File: config.mk
export PLATFORM = sky130hd
export DESIGN_NAME = aocos_top
export DESIGN_NICKNAME = d
export VERILOG_FILES = /design/src/design/aocos_pkg.sv /design/src/design/aocos_top.sv
export SDC_FILE = /design/constraint.sdc
export NUM_CORES = 2
export LEC_CHECK = 0
export ABC_CLOCK_PERIOD_IN_PS = 23000
export BUFFER_PORTS_ARGS = -buffer_cell sky130_fd_sc_hd__buf_2
export CAP_MARGIN = 30
export CORE_ASPECT_RATIO = 2
export CORE_MARGIN = 4
export CORE_UTILIZATION = 39
export CTS_CLUSTER_DIAMETER = 40
export DETAILED_ROUTE_END_ITERATION = 8
export PLACE_DENSITY_LB_ADDON = 0.15
export SLEW_MARGIN = 25
export SYNTH_ARGS = -nofsm -noshare
export SYNTH_HDL_FRONTEND = slang
export SYNTH_SLANG_ARGS = --single-unit
export TNS_END_PERCENT = 1
File: constraint.sdc
create_clock -name clk -period 23 [get_ports clk]
set_clock_uncertainty 0.1 [all_clocks]
set_input_delay 3.45 -clock clk [delete_from_list [all_inputs] [get_ports clk]]
set_output_delay 3.45 -clock clk [all_outputs]
set_load 0.02 [all_outputs]
File: src/design/aocos_pkg.sv
package aocos_pkg;

  // Clock and sample timing
  localparam int unsigned CLK_KHZ      = 125000;
  localparam int unsigned SAMPLE_US    = 16;
  localparam int unsigned SAMPLE_CYC   = SAMPLE_US * CLK_KHZ / 1000;
  localparam int unsigned INTERP_STEPS = 16;
  localparam int unsigned STEP_CYC     = SAMPLE_CYC / INTERP_STEPS;
  localparam int unsigned PCM_KHZ      = 4000;
  localparam int unsigned PCM_CYC      = CLK_KHZ / PCM_KHZ;

  // Startup phase lengths
  localparam int unsigned PH1_MS        = 80;
  localparam int unsigned PH2_MS        = 70;
  localparam int unsigned ST_MS         = 96;
  localparam int unsigned PH1_CYC       = PH1_MS * CLK_KHZ;
  localparam int unsigned PH2_CYC       = PH2_MS * CLK_KHZ;
  localparam int unsigned ST_CYC        = ST_MS * CLK_KHZ;
  localparam int unsigned ST_MAX_REPEAT = 6;
  localparam int unsigned PHW           = 24;

  // Offset filter coefficients, 24 fractional bits; numerator taps are half of the A coefficient
  localparam int unsigned       COEF_FRAC = 24;
  localparam int unsigned       YF        = 16;
  localparam int unsigned       YW        = 44;
  localparam logic signed [25:0] A_10HZ   = 26'sh00415c1;
  localparam logic signed [25:0] B_10HZ   = 26'sh0fbea3f;
  localparam logic signed [25:0] A_0P3HZ  = 26'sh0001f9d;
  localparam logic signed [25:0] B_0P3HZ  = 26'sh0ffe063;
  localparam logic signed [25:0] A_0P1HZ  = 26'sh0000a8a;
  localparam logic signed [25:0] B_0P1HZ  = 26'sh0fff576;

  // Output scaling: lowest kept bit of each word size
  localparam int unsigned LSB10 = 12;
  localparam int unsigned LSB8  = 14;

  localparam int unsigned MON_W = 8;

  // Register map (byte addresses)
  localparam logic [7:0] ADDR_CFG2   = 8'h00;
  localparam logic [7:0] ADDR_CFG3   = 8'h04;
  localparam logic [7:0] ADDR_CTRL   = 8'h08;
  localparam logic [7:0] ADDR_STAT   = 8'h0c;
  localparam logic [7:0] ADDR_IRQ    = 8'h10;
  localparam logic [7:0] ADDR_MASK   = 8'h14;
  localparam logic [7:0] ADDR_MONLIM = 8'h18;
  localparam logic [7:0] ADDR_STEP   = 8'h1c;
  localparam logic [7:0] ADDR_RATE   = 8'h20;
  localparam logic [7:0] ADDR_OFFLIM = 8'h24;
  localparam logic [7:0] ADDR_DATA   = 8'h28;

  // Field positions
  localparam int unsigned CFG2_PCM_BIT  = 0;
  localparam int unsigned CTRL_FSEL_BIT = 0;
  localparam int unsigned CTRL_W8_BIT   = 1;
  localparam int unsigned CTRL_REP_LSB  = 4;
  localparam int unsigned STAT_OK_BIT   = 0;
  localparam int unsigned STAT_PH_LSB   = 4;
  localparam int unsigned STAT_CNT_LSB  = 16;
  localparam int unsigned EV_OFF        = 0;
  localparam int unsigned EV_DONE       = 1;
  localparam int unsigned EV_WORD       = 2;

  // Values after reset
  localparam logic [2:0]  RST_ST_REP  = 3'h1;
  localparam logic [7:0]  RST_MONLIM  = 8'h10;
  localparam logic [15:0] RST_STEP    = 16'h0001;
  localparam logic [15:0] RST_RATE    = 16'h0001;
  localparam logic [25:0] RST_OFFLIM  = 26'h0100000;

  typedef enum logic [3:0] {
    AOCOS_PH1  = 4'h1,
    AOCOS_PH2  = 4'h2,
    AOCOS_ST   = 4'h4,
    AOCOS_DONE = 4'h8
  } aocos_phase_type;

endpackage : aocos_pkg

File: src/design/aocos_top.sv
// Overview of operation
// - Startup: 10 Hz 80 ms, 0.3 Hz 70 ms, unlimited
// - Completed: selected normal filter, rate limiting on
// - Self-test freezes offset output, 96 ms, <=6 repeats
// - Correction moves at most step per interval
// - First-order IIR offset filter with given coefficients
// - Monitor counts up outside limits, down inside
// - Count above limit clears offset-valid flag
// - Monitor counter saturates, never wraps
// - Monitor idle during all startup phases
// - Samples delayed one period, 16:1 interpolation
// - Sync interpolates two latest samples into word
// - Clip 26-bit result to 10- or 8-bit word
// - Round bits 21:12 or 21:14
// - Test output driven only while enable set
// - 4 MHz pulse code of upper nine bits
// - Two-bit low-pass select field in config
//
// Added by the designer: the address-and-strobe port and the register offsets.
`timescale 1ns/1ps
module aocos_top #(
  parameter int unsigned PH1_CYC = aocos_pkg::PH1_CYC,
  parameter int unsigned PH2_CYC = aocos_pkg::PH2_CYC,
  parameter int unsigned ST_CYC  = aocos_pkg::ST_CYC,
  parameter int unsigned MON_W   = aocos_pkg::MON_W
) (
  input  wire logic               clk,
  input  wire logic               srst,
  input  wire logic [7:0]         addr,
  input  wire logic [31:0]        wdata,
  input  wire logic               wr_en,
  input  wire logic               rd_en,
  output logic      [31:0]        rdata,
  input  wire logic signed [25:0] sample_in,
  input  wire logic               sample_valid,
  input  wire logic               sync_valid,
  output logic      [9:0]         acc_word,
  output logic                    acc_word_valid,
  output logic      [1:0]         lowpass_select_field,
  output logic                    irq,
  output logic                    pcm_out,
  output logic                    pcm_oe
);
  localparam int unsigned YW = aocos_pkg::YW;
  localparam logic [MON_W-1:0] MONITOR_COUNTER_MAX = '1;
  typedef struct packed {
    aocos_pkg::aocos_phase_type phase;
    logic [aocos_pkg::PHW-1:0]  ph_cnt;
    logic [2:0]                 st_left;
    logic [2:0]                 st_rep;
    logic                       pcm_en;
    logic [1:0]                 lp_sel;
    logic                       filt_sel;
    logic                       word8;
    logic [2:0]                 mask;
    logic [2:0]                 irq_st;
    logic [MON_W-1:0]           mon_lim;
    logic [MON_W-1:0]           mon_cnt;
    logic                       off_valid;
    logic [15:0]                step;
    logic [15:0]                rate;
    logic [15:0]                rate_cnt;
    logic [25:0]                off_lim;
    logic signed [25:0]         x1;
    logic signed [YW-1:0]       y;
    logic signed [25:0]         off_out;
    logic signed [25:0]         cur;
    logic signed [25:0]         prev;
    logic [3:0]                 sub_ph;
    logic [7:0]                 sub_cnt;
    logic [9:0]                 word;
    logic                       word_v;
    logic [31:0]                rdata;
    logic [4:0]                 pcm_cnt;
    logic [8:0]                 pcm_acc;
    logic                       pcm_out;
    logic                       pcm_oe;
    logic                       irq;
  } aocos_state_type;
  aocos_state_type s;
  aocos_state_type n;
  function automatic logic [aocos_pkg::PHW-1:0] last_cyc(
    input int unsigned c
  );
    return aocos_pkg::PHW'(c - 1);
  endfunction : last_cyc
  function automatic logic signed [25:0] sat26(
    input logic signed [26:0] v
  );
    if (v > 27'sh1ffffff)
      return 26'sh1ffffff;
    else if (v < -27'sh2000000)
      return -26'sh2000000;
    return v[25:0];
  endfunction : sat26
  // y = a*(x + x1)/2 + b*y1; the half taps become one shift
  function automatic logic signed [YW-1:0] iir_step(
    input logic signed [25:0]    a,
    input logic signed [25:0]    b,
    input logic signed [25:0]    x,
    input logic signed [25:0]    xp,
    input logic signed [YW-1:0]  yp
  );
    logic signed [79:0] ta;
    logic signed [79:0] tb;
    ta = 80'(a) * 80'(27'(x) + 27'(xp));
    tb = 80'(b) * 80'(yp);
    return YW'(((ta <<< (aocos_pkg::YF - 1)) + tb) >>> aocos_pkg::COEF_FRAC);
  endfunction : iir_step
  function automatic logic signed [25:0] interp(
    input logic signed [25:0] a,
    input logic signed [25:0] b,
    input logic [3:0]         ph
  );
    logic signed [31:0] d;
    d = (32'(b) - 32'(a)) * $signed({28'h0, ph});
    return 26'(32'(a) + (d >>> 4));
  endfunction : interp
  function automatic logic [9:0] scale_word(
    input logic signed [25:0] v,
    input logic               w8
  );
    logic signed [26:0] r;
    r = '0;
    if (w8) begin
      r = (27'(v) + (27'sh1 <<< (aocos_pkg::LSB8 - 1))) >>> aocos_pkg::LSB8;
      if (r > 27'sh7f)
        r = 27'sh7f;
      else if (r < -27'sh80)
        r = -27'sh80;
    end else begin
      r = (27'(v) + (27'sh1 <<< (aocos_pkg::LSB10 - 1))) >>> aocos_pkg::LSB10;
      if (r > 27'sh1ff)
        r = 27'sh1ff;
      else if (r < -27'sh200)
        r = -27'sh200;
    end
    return r[9:0];
  endfunction : scale_word
  logic signed [25:0]   coef_a;
  logic signed [25:0]   coef_b;
  logic signed [YW-1:0] y_new;
  logic signed [25:0]   y_int;
  logic                 outside;
  // Coefficients follow the startup phase
  always_comb begin
    case (s.phase)
      aocos_pkg::AOCOS_PH1: begin
        coef_a = aocos_pkg::A_10HZ;
        coef_b = aocos_pkg::B_10HZ;
      end
      aocos_pkg::AOCOS_DONE: begin
        coef_a = s.filt_sel ? aocos_pkg::A_0P3HZ : aocos_pkg::A_0P1HZ;
        coef_b = s.filt_sel ? aocos_pkg::B_0P3HZ : aocos_pkg::B_0P1HZ;
      end
      default: begin
        coef_a = aocos_pkg::A_0P3HZ;
        coef_b = aocos_pkg::B_0P3HZ;
      end
    endcase
  end
  assign y_new   = iir_step(coef_a, coef_b, sample_in, s.x1, s.y);
  assign y_int   = 26'(y_new >>> aocos_pkg::YF);
  assign outside = (27'(y_int) > $signed({1'b0, s.off_lim})) ||
                   (27'(y_int) < -$signed({1'b0, s.off_lim}));
  always_comb begin
    logic [2:0]         ev;
    logic [2:0]         w1c;
    logic signed [26:0] diff;
    logic signed [26:0] stp;
    logic [9:0]         pcm_sum;
    n       = s;
    ev      = '0;
    w1c     = '0;
    diff    = '0;
    stp     = $signed({11'h0, s.step});
    pcm_sum = '0;
    n.word_v = 1'b0;
    n.rdata  = '0;
    if (wr_en) begin
      case (addr)
        aocos_pkg::ADDR_CFG2: n.pcm_en = wdata[aocos_pkg::CFG2_PCM_BIT];
        aocos_pkg::ADDR_CFG3: n.lp_sel = wdata[1:0];
        aocos_pkg::ADDR_CTRL: begin
          n.filt_sel = wdata[aocos_pkg::CTRL_FSEL_BIT];
          n.word8    = wdata[aocos_pkg::CTRL_W8_BIT];
          n.st_rep   = wdata[aocos_pkg::CTRL_REP_LSB +: 3];
          if (n.st_rep > 3'(aocos_pkg::ST_MAX_REPEAT))
            n.st_rep = 3'(aocos_pkg::ST_MAX_REPEAT);
        end
        aocos_pkg::ADDR_IRQ:    w1c = wdata[2:0];
        aocos_pkg::ADDR_MASK:   n.mask = wdata[2:0];
        aocos_pkg::ADDR_MONLIM: n.mon_lim = wdata[MON_W-1:0];
        aocos_pkg::ADDR_STEP:   n.step = wdata[15:0];
        aocos_pkg::ADDR_RATE:   n.rate = wdata[15:0];
        aocos_pkg::ADDR_OFFLIM: n.off_lim = wdata[25:0];
        default: ;
      endcase
    end
    // Startup sequencer, counted from reset release
    n.ph_cnt = s.ph_cnt + 1'b1;
    case (s.phase)
      aocos_pkg::AOCOS_PH1: begin
        if (s.ph_cnt == last_cyc(PH1_CYC)) begin
          n.phase  = aocos_pkg::AOCOS_PH2;
          n.ph_cnt = '0;
        end
      end
      aocos_pkg::AOCOS_PH2: begin
        if (s.ph_cnt == last_cyc(PH2_CYC)) begin
          n.ph_cnt = '0;
          if (s.st_rep != 3'h0) begin
            n.phase   = aocos_pkg::AOCOS_ST;
            n.st_left = s.st_rep - 3'h1;
          end else begin
            n.phase     = aocos_pkg::AOCOS_DONE;
            ev[aocos_pkg::EV_DONE] = 1'b1;
          end
        end
      end
      aocos_pkg::AOCOS_ST: begin
        if (s.ph_cnt == last_cyc(ST_CYC)) begin
          n.ph_cnt = '0;
          if (s.st_left == 3'h0) begin
            n.phase = aocos_pkg::AOCOS_DONE;
            ev[aocos_pkg::EV_DONE] = 1'b1;
          end else begin
            n.st_left = s.st_left - 3'h1;
          end
        end
      end
      aocos_pkg::AOCOS_DONE: n.ph_cnt = s.ph_cnt;
      default: begin
        n.phase  = aocos_pkg::AOCOS_PH1;
        n.ph_cnt = '0;
      end
    endcase
    if (sample_valid) begin
      n.y  = y_new;
      n.x1 = sample_in;
      case (s.phase)
        aocos_pkg::AOCOS_PH1, aocos_pkg::AOCOS_PH2: n.off_out = y_int;
        aocos_pkg::AOCOS_DONE: begin
          // Slow walk keeps a late offset jump from looking like a pulse
          if ((s.rate_cnt + 16'h1) >= s.rate) begin
            n.rate_cnt = '0;
            diff = 27'(y_int) - 27'(s.off_out);
            if (diff > stp)
              n.off_out = sat26(27'(s.off_out) + stp);
            else if (diff < -stp)
              n.off_out = sat26(27'(s.off_out) - stp);
            else
              n.off_out = y_int;
          end else begin
            n.rate_cnt = s.rate_cnt + 16'h1;
          end
          if (outside) begin
            if (s.mon_cnt != MONITOR_COUNTER_MAX)
              n.mon_cnt = s.mon_cnt + 1'b1;
          end else if (s.mon_cnt != '0) begin
            n.mon_cnt = s.mon_cnt - 1'b1;
          end
          if (n.mon_cnt > s.mon_lim && s.off_valid) begin
            n.off_valid = 1'b0;
            ev[aocos_pkg::EV_OFF] = 1'b1;
          end
        end
        default: ;
      endcase
      n.prev    = s.cur;
      n.cur     = sat26(27'(sample_in) - 27'(s.off_out));
      n.sub_ph  = '0;
      n.sub_cnt = '0;
    end else if (s.sub_cnt == 8'(aocos_pkg::STEP_CYC - 1)) begin
      n.sub_cnt = '0;
      if (s.sub_ph != 4'hf)
        n.sub_ph = s.sub_ph + 4'h1;
    end else begin
      n.sub_cnt = s.sub_cnt + 8'h1;
    end
    if (sync_valid) begin
      n.word   = scale_word(interp(s.prev, s.cur, s.sub_ph), s.word8);
      n.word_v = 1'b1;
      ev[aocos_pkg::EV_WORD] = 1'b1;
    end
    // First-order pulse density modulator on the offset-binary word
    if (s.pcm_cnt == 5'(aocos_pkg::PCM_CYC - 1)) begin
      n.pcm_cnt = '0;
      pcm_sum   = {1'b0, s.pcm_acc} + {1'b0, ~s.word[9], s.word[8:1]};
      n.pcm_acc = pcm_sum[8:0];
      n.pcm_out = pcm_sum[9];
    end else begin
      n.pcm_cnt = s.pcm_cnt + 5'h1;
    end
    n.pcm_oe = s.pcm_en;
    if (!s.pcm_en)
      n.pcm_out = 1'b0;
    // A new event wins over a clear in the same cycle
    n.irq_st = (s.irq_st & ~w1c) | ev;
    n.irq    = |(n.irq_st & n.mask);
    if (rd_en) begin
      case (addr)
        aocos_pkg::ADDR_CFG2: n.rdata = {31'h0, s.pcm_en};
        aocos_pkg::ADDR_CFG3: n.rdata = {30'h0, s.lp_sel};
        aocos_pkg::ADDR_CTRL: begin
          n.rdata[aocos_pkg::CTRL_FSEL_BIT]     = s.filt_sel;
          n.rdata[aocos_pkg::CTRL_W8_BIT]       = s.word8;
          n.rdata[aocos_pkg::CTRL_REP_LSB +: 3] = s.st_rep;
        end
        aocos_pkg::ADDR_STAT: begin
          n.rdata[aocos_pkg::STAT_OK_BIT]          = s.off_valid;
          n.rdata[aocos_pkg::STAT_PH_LSB +: 4]     = s.phase;
          n.rdata[aocos_pkg::STAT_CNT_LSB +: MON_W] = s.mon_cnt;
        end
        aocos_pkg::ADDR_IRQ:    n.rdata = {29'h0, s.irq_st};
        aocos_pkg::ADDR_MASK:   n.rdata = {29'h0, s.mask};
        aocos_pkg::ADDR_MONLIM: n.rdata[MON_W-1:0] = s.mon_lim;
        aocos_pkg::ADDR_STEP:   n.rdata = {16'h0, s.step};
        aocos_pkg::ADDR_RATE:   n.rdata = {16'h0, s.rate};
        aocos_pkg::ADDR_OFFLIM: n.rdata = {6'h0, s.off_lim};
        aocos_pkg::ADDR_DATA:   n.rdata = {22'h0, s.word};
        default:                n.rdata = '0;
      endcase
    end
  end
  always_ff @(posedge clk) begin
    if (srst) begin
      s           <= '0;
      s.phase     <= aocos_pkg::AOCOS_PH1;
      s.off_valid <= 1'b1;
      s.st_rep    <= aocos_pkg::RST_ST_REP;
      s.mon_lim   <= MON_W'(aocos_pkg::RST_MONLIM);
      s.step      <= aocos_pkg::RST_STEP;
      s.rate      <= aocos_pkg::RST_RATE;
      s.off_lim   <= aocos_pkg::RST_OFFLIM;
    end else begin
      s <= n;
    end
  end
  assign rdata                = s.rdata;
  assign acc_word             = s.word;
  assign acc_word_valid       = s.word_v;
  assign lowpass_select_field = s.lp_sel;
  assign irq                  = s.irq;
  assign pcm_out              = s.pcm_out;
  assign pcm_oe               = s.pcm_oe;
endmodule : aocos_top

# Word-level counts from Yosys, hierarchy flattened
# Index checks and enable logic that the tools add are counted.
# totals
ff_bits	356
out_inout_bits	48
elab_cells	217
# classes
n_addsub	22
mul	3
magnitude_cmp	17
eq_ne	28
n_mux	76
bitwise	9
n_reduce_logical	29
# op_table
operator	n
$mux 26	12
$pmux 24 s4	1
$gt 27x26->1 const B	3
$lt 27x26->1 const B	3
$sub 26x26->27	3
$pmux 19 s2	2
$eq 24x24->1 const B	3
$add 62x68->68	1
$mul 25x44->68	1
$mux 31	2
$pmux 26 s2	1
$mux 10	5
$mul 20x27->47	1
$mux 8	5
$eq 8x5->1 const B	4
$pmux 8 s4	1
$mul 27x5->30	1
$mux 28	1
$add 26x13->27 const B	1
$add 26x15->27 const B	1
$add 26x17->27	1
$add 26x26->27	1
$gt 26x27->1	1
$gt 27x17->1	1
other kinds (63)	128

# Depth between registers and ports, before layout
# logic_depth
depth_word	17
depth_mapped	82
mapped_depth_nobuf	81

# Least setup slack after synthesis
# No wires, ideal clock.
# synth_timing
path_type	in2reg
from	in sample_in[0]
to	reg s[124] (netlist bit)
arrival_ns	19.960
required_ns	22.783
setup_slack_ns	2.822
cell_stages	75
path_buffers	1
cell_sequence	ha_1 inv_1 fa_1 nor2b_1 o21ai_0 a21boi_0 o31ai_1 nor3b_1 o21bai_1 a21oi_1 xor2_1 nor2_1 inv_1 nor2_1 fa_1 fa_1 inv_1 fa_1 (+39 left out) a21oi_1 o21ai_0 o31ai_1 xnor2_1 ha_1 nor2b_1 o21ai_0 nand2b_1 a21oi_1 o21ai_0 nor3_1 a31oi_1 a41o_1 or2_2 clkbuf_1 nor2_1 o22ai_1 a32o_1
# synth_between
elab_chain_len	9
word_cells_on_any_way	10
classes_between	3 x add/sub; 1 x mul; 2 x order compare; 4 x mux
# synth_rtl
item	line_no	source
from (decl)	aocos_top.sv:34	input wire logic signed [25:0] sample_in,
$add 26x26->27 *	aocos_top.sv:106	ta = 80'(a) * 80'(27'(x) + 27'(xp));
$mul 20x27->47 *	aocos_top.sv:106	
$add 62x68->68 *	aocos_top.sv:108	return YW'(((ta <<< (aocos_pkg::YF - 1)) + tb) >>> aocos_pkg::COEF_FRAC);
net y_int[8]	aocos_top.sv:143	logic signed [25:0] y_int;
$sub 26x26->27 *	aocos_top.sv:247	diff = 27'(y_int) - 27'(s.off_out);
$lt 27x27->1	aocos_top.sv:250	else if (diff < -stp)
$mux 26	aocos_top.sv:250	
$mux 26 *	aocos_top.sv:248	if (diff > stp)
$mux 26 *	aocos_top.sv:245	if ((s.rate_cnt + 16'h1) >= s.rate) begin
$pmux 26 s2 *	aocos_top.sv:241	case (s.phase)
to (signal assigned)	aocos_top.sv:337	s <= n;
to (decl)	aocos_top.sv:80	aocos_state_type s;
# The timed path passes the listed nets; every way through them passes the cells marked *. The select of a mux whose other input is x is not followed.
# A chain may end at the register's enable or synchronous reset.

# Final worst setup path
# layout_timing
from	in sample_in[3]
to	reg s[136] (netlist bit)
# The elaborated chain is that of the path after synthesis.

==> impl_table.tex <==
\begin{tabular}{lr}
\hline
Metric & Value \\
\hline
\multicolumn{2}{l}{\textbf{Outcome}} \\
\quad Run status & complete, no violations \\
\multicolumn{2}{l}{\textbf{Clock tree}} \\
\quad CTS tree & yes \\
\quad Clock transition at the register clock pins on the worst setup and hold paths after CTS & around 0.05 ns \\
\quad Number of buffers inserted for hold repair after clock tree synthesis & 0 \\
\quad H-tree level count & 3 \\
\quad Skew-Pair Late Insertion Delay & 0.68 ns \\
\quad Cell at the root of the clock tree & clkbuf\_16 \\
\quad \# clock sinks & 350 \\
\quad Setup bufs post-CTS & 0 \\
\quad Inserted Clock Buffers & 67 \\
\quad Maximum root-to-sink buffer count & 3 \\
\quad CTS-repair resized insts & 0 \\
\multicolumn{2}{l}{\textbf{Global route}} \\
\quad Pin count of the biggest net entering global routing & 79 \\
\quad Global-route wire length before repair & between 300000 and 400000 um \\
\quad Overflow after GRT & 0 \\
\quad Tot GR Track Use & 26.9\% \\
\quad Initial antenna violation count & 7 \\
\quad Number of global-route vias before repair & 63499 \\
\multicolumn{2}{l}{\textbf{Die}} \\
\quad Vertical die dimension & around 620 um \\
\quad Starting utilization of the core area & 39.2\% \\
\quad Full die area & 0.196 mm2 \\
\quad Core Box Area & $\sim$0.19 mm2 \\
\quad Die W & 315 um \\
\quad Ports & 120 \\
\quad Number of standard-cell rows in the floorplan & 225 \\
\multicolumn{2}{l}{\textbf{Worst setup path}} \\
\quad Critical path endpoint category & register \\
\quad Arrival @ worst endpoint & about 22 ns \\
\quad Crit path largest cell delay & 0.70 ns \\
\quad CP max FO & 6 \\
\quad CP max-delay cell & fa\_1 \\
\quad Crit path required time & 23.44 ns \\
\quad Critical path startpoint category & input port \\
\quad Type of the worst setup path & input port to register \\
\quad Most prevalent standard cell on the critical path & fa\_1 \\
\multicolumn{2}{l}{\textbf{Timing}} \\
\quad Pins Over Slew Limit & 0 \\
\quad Post-route fraction of the period consumed by the critical path & between 90\% and 100\% \\
\quad Number of failing hold endpoints at the final stage & 0 \\
\quad Total Neg Setup Slack & 0 ns \\
\quad RSZ-0062 raised after global routing & no \\
\quad Worst setup slack after layout & 1.08 ns \\
\quad Fmax & 0.0456 GHz \\
\quad Crit path time final & 21.92 ns \\
\quad Worst max-slew margin expressed relative to the limit & 30.0\% \\
\quad Pin slew with the least headroom to its limit & 1.04 ns \\
\quad Total of endpoints with negative setup slack in the final report & 0 \\
\multicolumn{2}{l}{\textbf{Placement}} \\
\quad Number of cells in the design after placement & 10699 \\
\quad Post-place instance area & 0.0782 mm2 \\
\quad Placed wire-length estimate & 225000 um \\
\quad Final weighted congestion in routability-driven placement & 0.979 \\
\quad Pre-CTS setup slack & 0.276 ns \\
\quad Port Buf Inserts & 107 \\
\multicolumn{2}{l}{\textbf{Finish}} \\
\quad Number of fillers in the final layout & 18806 \\
\quad Post-route cell area & a little over 0.08 mm2 \\
\quad Nets & 10517 \\
\quad Area used by multi-input combinational logic & between 0.05 and 0.06 mm2 \\
\quad Share of post-route cells with drive strength above 1 & 7.02\% \\
\quad Sequential Area & 0.00701 mm2 \\
\quad Fin cells & 10833 \\
\quad Synth-to-Final Area Change & 9.42\% \\
\multicolumn{2}{l}{\textbf{Logic synthesis}} \\
\quad Synth area leader & fa\_1 \\
\quad Mapped Area & between 0.07 and 0.08 mm2 \\
\quad Sequential fraction of the synthesis area & 9.51\% \\
\quad Proportion of register bits with asynchronous set or reset after synthesis & 0\% \\
\quad Cell types with the highest counts after synthesis & inv\_1, fa\_1, ha\_1 \\
\quad Post-synth top flop & dfxtp\_1 \\
\quad Top cells by area in the synthesized netlist & fa\_1, ha\_1, dfxtp\_1 \\
\quad Yosys reg bits & 350 \\
\quad Area share of the largest cell type after synthesis & $\sim$38\% \\
\quad Warnings from Yosys & 0 \\
\quad Mean post-synth cell area & 9.10 um2 \\
\quad Number of cells produced by synthesis & 8091 \\
\quad Count of different cell masters after synthesis & 90 \\
\quad Most instantiated library cell after synthesis & inv\_1 \\
\quad Number of enable-type register cells in the synthesized netlist & 0 \\
\multicolumn{2}{l}{\textbf{Drt}} \\
\quad DRT antenna net count & 0 \\
\quad Average wire per cell in the routed design & 23.9 um \\
\quad Final wirelength & around 260000 um \\
\quad Via count & 57475 \\
\quad Drt drc & 0 \\
\quad Detailed Route Iter0 Violations & 2789 \\
\quad Vias per inst & 5.31 \\
\quad Total iterations of the first detailed-routing run & 8 \\
\multicolumn{2}{l}{\textbf{Min path}} \\
\quad Worst Hold Class & register to register \\
\multicolumn{2}{l}{\textbf{Run}} \\
\quad Max\_cap viols & 0 \\
\hline
\end{tabular}
==> flip-flops by register name, indices dropped and copies added (netlist names) <==
signal / cells
acc_word_valid: 1
n: 1
rdata: 26
pcm_out: 1
pcm_oe: 1
acc_word: 10
lowpass_select_field: 2
s: 307
irq: 1
==> area by class of cell <==
type / count / share of cell area (%)
Clock inverter: 44 / 0.588
Tap cell: 2497 / 3.88
Antenna cell: 6 / 0.0186
Sequential cell: 350 / 8.70
Inverter: 1668 / 7.77
Timing Repair Buffer: 361 / 3.12
Clock buffer: 79 / 2.22
Multi-Input combinational cell: 5828 / 73.7
==> cell families after synthesis <==
| logic type | after synthesis | share of synthesized area (%) |
|---|---|---|
| multiplexers | 116 | 1.59 |
| flip-flops | 350 | 9.51 |
| adder cells (fa/ha/maj) | 2170 | 50.9 |
| other | 1 | 0.00509 |
| AND/OR/NAND/NOR | 1893 | 12.4 |
| buffers and inverters | 1918 | 10.0 |
| AO/OA/AOI/OAI | 1262 | 11.0 |
| XOR/XNOR | 381 | 4.53 |
==> worst max-delay path, delay by kind of cell <==
kind                       cells  cell delay, ns
and+or+nand+nor               18            3.19
buffers and inverters         10            1.19
adders and majority gates     17            7.96
xor gates and xnor gates       4            1.35
AOI/OAI and AO/OA             24            5.18
==> worst paths after layout <==
kind	cells past startpoint	end	slack, ns	start
setup / recovery	73	s[136]	1.08	sample_in[3]
hold / removal	2	s[11]	0.36	s[11]
setup reg to reg	73	s[136]	3.70	s[195]
hold reg to reg	2	s[11]	0.36	s[11]
==> metal layers <==
metal,vias to the layer above,track usage [%],routed length [um]
li1,26323,-,-
met1,28861,25.2,81200
met2,1539,51.2,140000
met3,752,3.10,8760
met4,0,22.7,28700
met5,-,0,0
==> cells in the final DEF, fill, tap and decap left out, types with 17 or more instances in the layout <==
cell | synthesis | layout
or2_2 | 56 | 55
nand2b_1 | 60 | 60
nor3_1 | 112 | 109
nand3_1 | 124 | 124
o21bai_1 | 40 | 40
fa_1 | 1382 | 1382
nor2_1 | 476 | 473
nand4_1 | 64 | 64
ha_1 | 787 | 787
a21o_1 | 119 | 119
o22ai_1 | 18 | 18
and2_1 | 217 | 217
a21oi_1 | 434 | 433
a22oi_1 | 28 | 28
nor4_1 | 29 | 29
nand3b_1 | 25 | 25
a211oi_1 | 54 | 54
o21ai_0 | 217 | 217
nand2_1 | 531 | 529
buf_2 | 4 | 106
or3_1 | 30 | 30
buf_4 | 45 | 244
inv_1 | 1666 | 1666
o31ai_1 | 27 | 27
mux2i_1 | 110 | 110
dfxtp_1 | 350 | 348
xor2_1 | 133 | 132
o211ai_1 | 27 | 27
xnor2_1 | 248 | 245
clkbuf_16 | 0 | 67
o21a_1 | 52 | 52
nor2b_1 | 55 | 55
and3_1 | 77 | 77
a2111oi_0 | 17 | 17
a31oi_1 | 52 | 50
==> stage by stage <==
| stage | util [%] | hold slack [ns] |
|---|---|---|
| final | 42.9 | 0.358 |
| after global routing | 42.9 | 0.379 |
| after CTS | 42.9 | 0.363 |
| after detailed placement | 41.6 | 0.349 |
| after global placement | 41.6 | 0.342 |
| after floorplan | - | 0.330 |
Power is not shown: default switching activity piles up to over one toggle a cycle in this logic, so the estimate is an artifact.
